--- src/rtl/adfd_map.svh ---
/*
  Register indices, field positions, reset values and sizes of the
  converter sync, decimation and threshold-flag register slice.
  Assumes a byte address equal to four times the index.
*/
`ifndef ADFD_MAP_SVH
`define ADFD_MAP_SVH

// ============================================================
// register indices (byte address = index * 4)
`define ADFD_IDX_SYNC_WIN  10'h128
`define ADFD_IDX_SYNC_PH   10'h129
`define ADFD_IDX_SYNC_CNT  10'h12a
`define ADFD_IDX_SYNC_MODE 10'h1ff
`define ADFD_IDX_APP_MODE  10'h200
`define ADFD_IDX_DECIM     10'h201
`define ADFD_IDX_OFFSET    10'h228
`define ADFD_IDX_FD_CTL    10'h245
`define ADFD_IDX_UP_LO     10'h247
`define ADFD_IDX_UP_HI     10'h248
`define ADFD_IDX_LO_LO     10'h249
`define ADFD_IDX_LO_HI     10'h24a
`define ADFD_IDX_CH_SEL    10'h3f0
`define ADFD_IDX_IRQ_STAT  10'h3f1
`define ADFD_IDX_IRQ_MASK  10'h3f2

// ============================================================
// field positions
`define ADFD_FD_EN     0
`define ADFD_FD_FVAL   2
`define ADFD_FD_FORCE  3
`define ADFD_APP_QIGN  5
`define ADFD_IRQ_SYNC  0
`define ADFD_IRQ_FD0   1
`define ADFD_IRQ_FD1   2

// ============================================================
// reset values and sizes
`define ADFD_RST_8     8'h00
`define ADFD_RST_THR   13'h0000
`define ADFD_NCH       2
`define ADFD_THR_W     13
`define ADFD_NIRQ      3

`endif

--- src/rtl/adfd_pkg.sv ---
/*
  Types of the threshold-flag register slice.
  Assumes adfd_map.svh is on the include path.
*/
`include "adfd_map.svh"

package adfd_pkg;

  // ============================================================
  // main block state
  typedef struct packed {
    logic [2:0] sync_pipe;
    logic [7:0] sync_cnt;
    logic [1:0] sync_mode;
    logic [7:0] app_mode;
    logic [1:0] decim;
    logic [3:0] decim_factor;
    logic q_ignore;
    logic ch_sel;
    logic [`ADFD_NCH-1:0][7:0] offset;
    logic [`ADFD_NCH-1:0][7:0] fd_ctl;
    logic [`ADFD_NCH-1:0][`ADFD_THR_W-1:0] up;
    logic [`ADFD_NCH-1:0][`ADFD_THR_W-1:0] lo;
    logic [`ADFD_NCH-1:0] flag_prev;
    logic [`ADFD_NCH-1:0] fd_out;
    logic [`ADFD_NIRQ-1:0] irq_stat;
    logic [`ADFD_NIRQ-1:0] irq_mask;
    logic irq;
    logic pready;
    logic pslverr;
    logic [31:0] prdata;
  } adfd_state_t;

  // ============================================================
  // detector state
  typedef struct packed {
    logic flag;
  } adfd_det_t;

endpackage

--- src/rtl/adfd_det_if.sv ---
/*
  Carries one channel's magnitude, thresholds and flag between the
  register slice and its threshold detector.
  Assumes both ends run on the same clock.
*/
`timescale 1ns/10ps
`include "adfd_map.svh"

interface adfd_det_if;
  logic [`ADFD_THR_W-1:0] mag;
  logic [`ADFD_THR_W-1:0] upper;
  logic [`ADFD_THR_W-1:0] lower;
  logic flag;
  modport ctl (output mag, output upper, output lower, input flag);
  modport det (input mag, input upper, input lower, output flag);
endinterface

--- src/rtl/adfd_detect.sv ---
/*
  Hysteresis threshold detector of one channel.
  Assumes magnitude and thresholds come from logic on pclk.
*/
`timescale 1ns/10ps

module adfd_detect
  import adfd_pkg::*;
(
  input wire logic pclk,
  input wire logic presetn,
  adfd_det_if.det dif
);

  adfd_det_t s_q;
  adfd_det_t s_d;

  // ============================================================
  // hysteresis
  always_comb begin
    s_d = s_q;
    if (dif.mag > dif.upper) begin
      s_d.flag = 1'b1;
    end else if (dif.mag < dif.lower) begin
      s_d.flag = 1'b0;
    end
  end

  always_ff @(posedge pclk or negedge presetn) begin
    if (!presetn) begin
      s_q <= '0;
    end else begin
      s_q <= s_d;
    end
  end

  assign dif.flag = s_q.flag;
endmodule // adfd_detect

--- src/rtl/adfd_regs.sv ---
/*
  Sync status, chip mode, decimation and threshold-flag register slice
  of a dual-channel converter, reached over APB.
  Assumes sample magnitudes and sync monitor status on pclk; the sync
  pin is asynchronous.
*/
// Notes on behaviour
// - q-ignore bit selects in-phase only output
// - decimation codes select 1, 2, 4, 8
// - force bit overrides flag pins per channel
// - forced pins carry the force-value bit
// - enable bit gates flag output, reset off
`timescale 1ns/10ps
`include "adfd_map.svh"

module adfd_regs
  import adfd_pkg::*;
(
  input wire logic pclk,
  input wire logic presetn,
  input wire logic psel,
  input wire logic penable,
  input wire logic pwrite,
  input wire logic [11:0] paddr,
  input wire logic [31:0] pwdata,
  output logic [31:0] prdata,
  output logic pready,
  output logic pslverr,
  input wire logic sync_in,
  input wire logic [7:0] sync_window,
  input wire logic [3:0] sync_phase,
  input wire logic [2*`ADFD_THR_W-1:0] sample_mag,
  output logic threshold_flag_out_first,
  output logic threshold_flag_out_second,
  output logic q_ignore,
  output logic [1:0] operating_mode,
  output logic [3:0] decim_factor,
  output logic [1:0] sync_mode,
  output logic [15:0] offset_adjust,
  output logic irq
);

  adfd_state_t s_q;
  adfd_state_t s_d;
  logic [`ADFD_NCH-1:0] flag;

  // ============================================================
  // per-channel detectors
  genvar g;
  generate
    for (g = 0; g < `ADFD_NCH; g++) begin : ch
      adfd_det_if dif ();
      assign dif.mag = sample_mag[g*`ADFD_THR_W +: `ADFD_THR_W];
      assign dif.upper = s_q.up[g];
      assign dif.lower = s_q.lo[g];
      assign flag[g] = dif.flag;
      adfd_detect u_det (
        .pclk(pclk),
        .presetn(presetn),
        .dif(dif)
      );
    end
  endgenerate

  // ============================================================
  // next state
  always_comb begin
    logic [9:0] idx;
    logic setup;
    logic wr;
    logic hit;
    logic [7:0] rd;
    logic [7:0] wd;
    logic cap;
    logic [`ADFD_NIRQ-1:0] ev;
    logic [`ADFD_NIRQ-1:0] clr;
    idx = paddr[11:2];
    setup = psel && !penable;
    wr = psel && penable && s_q.pready && pwrite;
    hit = 1'b1;
    rd = 8'h00;
    wd = pwdata[7:0];
    ev = '0;
    clr = '0;
    s_d = s_q;

    // sync pin: two flops, then edge detect
    s_d.sync_pipe = {s_q.sync_pipe[1:0], sync_in};
    cap = s_q.sync_pipe[1] && !s_q.sync_pipe[2];
    if (cap) begin
      s_d.sync_cnt = s_q.sync_cnt + 8'h01;
    end

    // address decode, read data and writes
    if (idx == `ADFD_IDX_SYNC_WIN) begin
      rd = sync_window;
    end else if (idx == `ADFD_IDX_SYNC_PH) begin
      rd = {4'h0, sync_phase};
    end else if (idx == `ADFD_IDX_SYNC_CNT) begin
      rd = s_q.sync_cnt;
    end else if (idx == `ADFD_IDX_SYNC_MODE) begin
      rd = {6'h00, s_q.sync_mode};
      if (wr) s_d.sync_mode = wd[1:0];
    end else if (idx == `ADFD_IDX_APP_MODE) begin
      rd = s_q.app_mode;
      if (wr) s_d.app_mode = wd & 8'h23;
    end else if (idx == `ADFD_IDX_DECIM) begin
      rd = {6'h00, s_q.decim};
      if (wr) s_d.decim = wd[1:0];
    end else if (idx == `ADFD_IDX_OFFSET) begin
      rd = s_q.offset[s_q.ch_sel];
      if (wr) s_d.offset[s_q.ch_sel] = wd;
    end else if (idx == `ADFD_IDX_FD_CTL) begin
      rd = s_q.fd_ctl[s_q.ch_sel];
      if (wr) s_d.fd_ctl[s_q.ch_sel] = wd & 8'h0d;
    end else if (idx == `ADFD_IDX_UP_LO) begin
      rd = s_q.up[s_q.ch_sel][7:0];
      if (wr) s_d.up[s_q.ch_sel][7:0] = wd;
    end else if (idx == `ADFD_IDX_UP_HI) begin
      rd = {3'h0, s_q.up[s_q.ch_sel][12:8]};
      if (wr) s_d.up[s_q.ch_sel][12:8] = wd[4:0];
    end else if (idx == `ADFD_IDX_LO_LO) begin
      rd = s_q.lo[s_q.ch_sel][7:0];
      if (wr) s_d.lo[s_q.ch_sel][7:0] = wd;
    end else if (idx == `ADFD_IDX_LO_HI) begin
      rd = {3'h0, s_q.lo[s_q.ch_sel][12:8]};
      if (wr) s_d.lo[s_q.ch_sel][12:8] = wd[4:0];
    end else if (idx == `ADFD_IDX_CH_SEL) begin
      rd = {7'h00, s_q.ch_sel};
      if (wr) s_d.ch_sel = wd[0];
    end else if (idx == `ADFD_IDX_IRQ_STAT) begin
      rd = {5'h00, s_q.irq_stat};
      if (wr) clr = wd[`ADFD_NIRQ-1:0];
    end else if (idx == `ADFD_IDX_IRQ_MASK) begin
      rd = {5'h00, s_q.irq_mask};
      if (wr) s_d.irq_mask = wd[`ADFD_NIRQ-1:0];
    end else begin
      hit = 1'b0;
    end

    // apb answer: ready in the first access cycle
    s_d.pready = setup;
    if (setup) begin
      s_d.prdata = {24'h000000, rd};
      s_d.pslverr = !hit;
    end else begin
      s_d.pslverr = 1'b0;
    end

    // chip controls
    s_d.q_ignore = s_q.app_mode[`ADFD_APP_QIGN];
    s_d.decim_factor = 4'h1 << s_q.decim;

    // flag outputs per channel
    s_d.flag_prev = flag;
    for (int i = 0; i < `ADFD_NCH; i++) begin
      if (s_q.fd_ctl[i][`ADFD_FD_FORCE]) begin
        s_d.fd_out[i] = s_q.fd_ctl[i][`ADFD_FD_FVAL];
      end else begin
        s_d.fd_out[i] = s_q.fd_ctl[i][`ADFD_FD_EN] && flag[i];
      end
    end

    // interrupts: set wins over clear
    ev[`ADFD_IRQ_SYNC] = cap;
    ev[`ADFD_IRQ_FD0] = flag[0] && !s_q.flag_prev[0];
    ev[`ADFD_IRQ_FD1] = flag[1] && !s_q.flag_prev[1];
    s_d.irq_stat = (s_q.irq_stat & ~clr) | ev;
    s_d.irq = |(s_q.irq_stat & s_q.irq_mask);
  end

  always_ff @(posedge pclk or negedge presetn) begin
    if (!presetn) begin
      s_q <= '0;
    end else begin
      s_q <= s_d;
    end
  end

  // ============================================================
  // outputs
  assign prdata = s_q.prdata;
  assign pready = s_q.pready;
  assign pslverr = s_q.pslverr;
  assign threshold_flag_out_first = s_q.fd_out[0];
  assign threshold_flag_out_second = s_q.fd_out[1];
  assign q_ignore = s_q.q_ignore;
  assign operating_mode = s_q.app_mode[1:0];
  assign decim_factor = s_q.decim_factor;
  assign sync_mode = s_q.sync_mode;
  assign offset_adjust = {s_q.offset[1], s_q.offset[0]};
  assign irq = s_q.irq;

  // ============================================================
  // checks
  logic acc_wr;
  logic [9:0] acc_idx;
  assign acc_wr = psel && penable && pready && pwrite;
  assign acc_idx = paddr[11:2];
endmodule // adfd_regs

--- config.mk ---
export PLATFORM = sky130hd
export DESIGN_NAME = adfd_regs
export DESIGN_NICKNAME = d
export VERILOG_FILES = /design/src/rtl/adfd_pkg.sv /design/src/rtl/adfd_det_if.sv /design/src/rtl/adfd_detect.sv /design/src/rtl/adfd_regs.sv
export VERILOG_INCLUDE_DIRS = /design/src /design/src/rtl
export SDC_FILE = /design/constraint.sdc
export NUM_CORES = 1
export LEC_CHECK = 0
export ABC_AREA = 1
export BUFFER_PORTS_ARGS = -buffer_cell sky130_fd_sc_hd__buf_2
export CORE_MARGIN = 2
export CORE_UTILIZATION = 60
export DETAILED_ROUTE_END_ITERATION = 10
export GPL_TIMING_DRIVEN = 0
export MAX_ROUTING_LAYER = met4
export PLACE_DENSITY = 0.85
export SLEW_MARGIN = 15
export SYNTH_ARGS = -nofsm -noshare
export SYNTH_HDL_FRONTEND = slang
export SYNTH_SLANG_ARGS = --single-unit
--- constraint.sdc ---
create_clock -name pclk -period 4.3 [get_ports pclk]
set_input_delay 1.29 -clock pclk [delete_from_list [all_inputs] [get_ports pclk]]
set_output_delay 1.29 -clock pclk [all_outputs]
set_load 0.01 [all_outputs]
==> results of run 1 <==
worst max-delay path, delay by kind of cell:
| family | cells | cell delay (ns) |
|---|---|---|
| AND/OR/NAND/NOR | 6 | 0.94 |
| AO/OA/AOI/OAI | 4 | 0.78 |
| buffers and inverters | 3 | 0.24 |
layer usage:
| layer | vias up | part of all wire (%) | track usage [%] |
|---|---|---|---|
| met5 | - | 0 | - |
| li1 | 3337 | - | - |
| met4 | 0 | 3.0 | 11.7 |
| met2 | 355 | 46 | 53.2 |
| met1 | 3252 | 42 | 45.2 |
| met3 | 61 | 8.7 | 8.05 |
cell type report:
type | count | area, um^2 | area share (%)
flip-flops and latches | 121 | 3030 | 33.8
repair buffers | 100 | 529 | 5.91
inverters | 128 | 485 | 5.42
well taps | 168 | 210 | 2.35
plain buffers | 71 | 484 | 5.41
clock inverters | 15 | 168 | 1.87
multi-input cells | 653 | 3620 | 40.4
clock buffers | 17 | 425 | 4.75
final timing paths:
check	startpoint	to	slack [ns]	cells past startpoint
max in group asynchronous	presetn	decim_factor[3]	2.82	2
min in group asynchronous	presetn	ch[1].dif.lower[7]	0.74	1
hold reg to reg	s_d[156]	s_d[157]	0.35	0
setup reg to reg	ch[0].dif.lower[4]	ch[0].u_det.dif.flag	2.09	12
setup / recovery	paddr[9]	prdata[4]	1.39	13
hold / removal	s_d[156]	s_d[157]	0.35	0
cell usage in the layout, fill, tap and decap left out, drive strengths merged, types with 2 or more instances in the layout:
master and instances:
o211ai 6, bufinv 2, dfrtp 121, xor2 5, xnor2 2, nand3 37
inv 132, nor3 15, o21ai 124, or2 3, a31oi 2, o22ai 10
o21a 3, conb 24, buf 163, clkbuf 25, nor4 4, clkinvlp 4
nor2 64, a211oi 10, a41oi 2, ha 51, mux2i 2, nand2 228
o21bai 3, nand4 14, a21oi 32, clkinv 5
state kept, by name (all words and copies together) (netlist names), 2 cells and up:
name               cells
ch.dif.lower          26
ch.dif.upper          26
ch.u_det.dif.flag      2
decim_factor           4
offset_adjust         16
operating_mode         2
prdata                 8
s_d                    3
s_q                   26
sync_mode              2
power by group:
group	leakage, nW	switching, mW	internal, mW
logic	2.57	0.170	0.109
registers	1.62	0.0285	1.17
clock network	0.278	0.572	0.862
metrics by stage:
step | util [%] | std cells | setup slack [ns] | power, mW | cell area, um^2
CTS | 73.9 | 1273 | 1.49 | 2.92 | 8950
global placement | 68.7 | 1240 | 0.477 | 1.49 | 8320
global route | 73.9 | 1273 | 1.32 | 3.02 | 8950
detailed placement | 69.0 | 1241 | 1.04 | 1.50 | 8360
floorplan | - | 973 | 1.61 | 1.38 | 7620
finish | 73.9 | 1273 | 1.39 | 2.92 | 8950
cell usage after synthesis, drive strengths merged:
master	n	share of area, %
xnor2	2	0.23
o31ai	1	0.10
nor3b	1	0.10
o221ai	1	0.12
or2	3	0.25
nor4	4	0.42
ha	51	8.5
nand2	228	12
nand3b	1	0.10
xor2	5	0.58
a31oi	2	0.17
a21oi	32	2.1
o41ai	1	0.12
buf	63	6.0
inv	128	6.4
a22oi	1	0.10
a41oi	2	0.23
a221oi	1	0.12
nor3	15	1.6
o22ai	10	0.83
a21o	1	0.10
a21boi	1	0.10
nand3	37	2.9
o21a	3	0.30
o21bai	3	0.30
clkbuf	8	0.40
or3	1	0.083
o211ai	6	0.60
nor2	64	4.0
mux2i	2	0.27
dfrtp	121	40
a211oi	10	1.1
conb	1	0.050
o21ai	124	8.2
nand4	14	1.2
a311oi	1	0.12
o211a	1	0.13
logic make-up after synthesis:
group	share of synthesized area [%]
AOI/OAI and AO/OA	14.9
other	0.0498
xor gates and xnor gates	0.814
DFF	40.2
adders and majority gates	8.47
and+or+nand+nor	22.5
muxes	0.266
buffers and inverters	12.9
==> out/qor.yml, run 1 <==
status:
  status: "finished clean"
floorplanning:
  rows: 40
  initial_utilization_pct: 62.2
  ios: 150
  fp.dieW_um: 116
  die_area_mm2: 0.0135
  die_h_um: 116
  core_area_mm2: 0.0121
clock_tree:
  cts_root_buf: "clkbuf_16"
  clock_latency_ns: 0.43
  post_cts.repair.setup_buffers: 0
  clk_pin_slew_worst_paths_ns: 0.06
  ctsHtreeMaxLevel: 4
  cts_hold_buf: 0
  cts_resized: 0
  cts_buffer_depth: 2
  cts_sinks: 121
  tritoncts: "yes"
  cts_buffers: 17
setup_path:
  critPathLaunchType: "primary input"
  cp.required_ns: 4.63
  critical-path-max-stage-delay_ns: 0.34
  cp-end-kind: "register"
  critPathMostFrequentCell: "nand2_1"
  cp_max_fo: 7
  critical_path_class: "primary input to register"
  arrival_ns: 3.24
  path_cells: "buf_2 -> inv_1 -> nand2_1 -> nor2_2 -> nand2_1 -> nor2_1 -> nand2_1 -> o22ai_1 -> o21bai_1 -> o221ai_1 -> o211ai_1 -> nand2_1 -> inv_1"
  cp_slowest_cell: "o22ai_1"
detailed_routing:
  firstDrtPassIters: 6
  vias: 7005
  via_per_inst: 5.50
  drt-initial-drc-count: 583
  wl_per_cell_um: 16.7
  drt.antenna.violating_nets: 0
  remaining_drc_errors: 0
  drt_wl_total_um: 21200
layout:
  diodes: 0
  drive_gt1_share_pct: 22.3
  fill_cells: 997
  area_growth_pct: 18.8
  nets: 1231
synth:
  synth_area_per_cell_um2: 7.93
  netlist-cell-type-count: 52
  synthCells: 950
  synth-seq-cells: 121
  seq_area_frac_synth_pct: 40.2
  syn_area_mm2: 0.00753
  yosysWarnings: 0
sta:
  slew-limit-headroom_pct: 54.1
  hold_violations: 0
  hold_ws_ns: 0.352
  rsz0062_at_grt: "false"
  finClkSkew_ns: 0.00876
  finalCriticalPeriod_ns: 2.91
  worstMarginPinSlew_ns: 0.682
  tns_ns: 0
  report.final.slew_viol_count: 0
  fin_crit_sh_pct: 67.6
  setup_viol: 0
  fmax_mhz: 344
global_route:
  overflow: 0
  grt_use_total_pct: 34.5
  grt_first_pass_wirelength_um: 33600
  grt_pass1_vias: 6635
  antenna_found_initial: 0
  grt_max_degree: 88
placed_design:
  detailed_place_hpwl_um: 15900
  port_buffers: 99
  gp_congestion: 0.984
min_path:
  hold_path_class: "register to register"
pwr:
  p_per_area_mw_per_mm2: 326
  p_leak_nw: 4.47
  ir_worst_vdd_v: 0.000476
run:
  maxCapViolCount: 0
(Power assumes the default switching activity.)
==> run 2: changes to the inputs <==
- CORE_UTILIZATION: 60 -> 51
- PLACE_DENSITY: 0.85 -> 0.77
- clock period: 4.3 -> 2.37 ns (I/O delays scaled with it)
==> run 2 against run 1 <==
Net effect: flip-flop and latch count is the same; critical path depth shrank 4; register-to-register slack lost 1.8 ns; first-iteration DRC count grew 1.5%; cell count grew 1.3%; total power grew 84%; clock-buffer cell count grew 5; critical path type unchanged; critical endpoint is now ch[1].dif.lower[10]; largest power group unchanged.
==> out/qor.yml, run 2 (synthesis gave the netlist of run 1 again) <==
setup_path:
  r2r_slack_ns: 0.30
  arrival_ns: 2.55
  cp_max_fo: 5
  reg2reg_to: "prdata[4]"
  critPathLaunchType: "primary input"
  cp-endpoint: "ch[1].dif.lower[10]"
  rr_startpoint: "s_q[129]"
  r2r_cells: 8
  cp-end-kind: "register"
  startpoint: "paddr[6]"
  critical_path_class: "primary input to register"
  cp.required_ns: 2.64
clock_tree:
  cts_sinks: 121
  cts_buffer_depth: 2
  cts_buffers: 17
  cts_hold_buf: 0
  clk_pin_slew_worst_paths_ns: 0.06
  clock_latency_ns: 0.42
  tritoncts: "yes"
  ctsHtreeMaxLevel: 4
  cts_root_buf: "clkbuf_16"
floorplanning:
  core_area_mm2: 0.0145
  ios: 150
  rows: 44
  fp.dieW_um: 126
  die_area_mm2: 0.0158
  die_h_um: 126
  initial_utilization_pct: 52.0
status:
  status: "finished clean"
detailed_routing:
  drt_wl_total_um: 21400
  vias: 6851
  drt.antenna.violating_nets: 0
  wl_per_cell_um: 16.6
  via_per_inst: 5.31
  drt-initial-drc-count: 592
  remaining_drc_errors: 0
  firstDrtPassIters: 5
global_route:
  overflow: 0
  grt_pass1_vias: 6501
  antenna_found_initial: 0
  grt_first_pass_wirelength_um: 33700
  grt_max_degree: 70
  grt_use_total_pct: 28.5
layout:
  layout_common_cells: "215 x nand2_1, 121 x dfrtp_1, 116 x inv_1"
  finalCoreUtilization_pct: 62.2
  diodes: 0
  nets: 1231
  drive_gt1_share_pct: 22.4
  final_common_cell: "nand2_1"
  area_growth_pct: 19.6
placed_design:
  port_buffers: 99
  preCtsSetupSlack_ns: -0.340
  gp_congestion: 0.962
  detailed_place_hpwl_um: 16600
sta:
  hold_violations: 0
  finClkSkew_ns: 0.00467
  report.final.slew_viol_count: 0
  worst_slack_ns: 0.0912
  rsz0062_at_grt: "true"
  hold_ws_ns: 0.220
  fin_crit_sh_pct: 96.2
  finalCriticalPeriod_ns: 2.28
  setup_viol: 0
  worstMarginPinSlew_ns: 0.754
  slew-limit-headroom_pct: 49.8
  fmax_mhz: 439
pwr:
  p_per_area_mw_per_mm2: 596
  ir_worst_vdd_v: 0.000445
  p_leak_nw: 4.49
run:
  maxCapViolCount: 0
min_path:
  hold_path_class: "primary input to asynchronous set/reset pin"
run 2: worst min path at each step:
stage | start | endpoint | slack (ns) | cells past startpoint
2_1_floorplan | s_d[156] | s_d[157] | 0.33 | 0
3_3_place_gp | s_d[156] | s_d[157] | 0.33 | 0
3_5_place_dp | s_d[156] | s_d[157] | 0.34 | 0
4_1_cts | presetn | ch[1].dif.upper[7] | 0.24 | 1
5_1_grt | presetn | ch[1].dif.upper[4] | 0.26 | 1
6_report | presetn | ch[1].dif.upper[7] | 0.22 | 1
run 2: layout make-up:
cell class              instances  area [um^2]
fillers                      1283         5470
multi-input cells             653         3630
flip-flops and latches        121         3030
repair buffers                100          529
plain buffers                  71          485
inverters                     128          485
clock buffers                  22          474
well taps                     184          230
clock inverters                10          140
run 2: per-stage QoR:
stage	instance area [um^2]	total power, mW	std cells	TNS [ns]
floorplan	7620	2.50	973	0
global placement	8340	2.70	1256	-124.88
detailed placement	8380	2.72	1257	-16.60
CTS	8990	5.40	1289	0
global route	9000	5.56	1289	-0.0123
finish	9000	5.37	1289	0
run 2: timing repair:
action | in CTS | in global routing
setup endpoints to repair | 0 | 10
resized for setup | 0 | 6
setup buffers | 0 | 0
endpoints found under the hold margin | 0 | 0
run 2: where the power goes:
| part | internal (mW) | leakage (nW) | switching (mW) |
|---|---|---|---|
| Clock | 1.74 | 0.293 | 0.943 |
| Sequential | 2.13 | 1.62 | 0.0504 |
| Combinational | 0.198 | 2.58 | 0.310 |
| Total | 4.07 | 4.49 | 1.30 |
run 2: metal layers:
layer  track usage (%)  part of all wire [%]  vias to the layer above
li1                  -                     -                     3346
met1              37.2                    43                     3217
met2              44.5                    47                      245
met3              4.96                   6.4                       43
met4              10.8                   2.9                        0
met5                 -                     0                        -
run 2: critical path: stages:
cell	delay (ns)
buf_2	0.12
nor2_2	0.18
nand3_2	0.18
nor3_4	0.32
inv_2	0.09
a211oi_2	0.39
nand3_1	0.32
nand2_1	0.14
o21ai_0	0.08
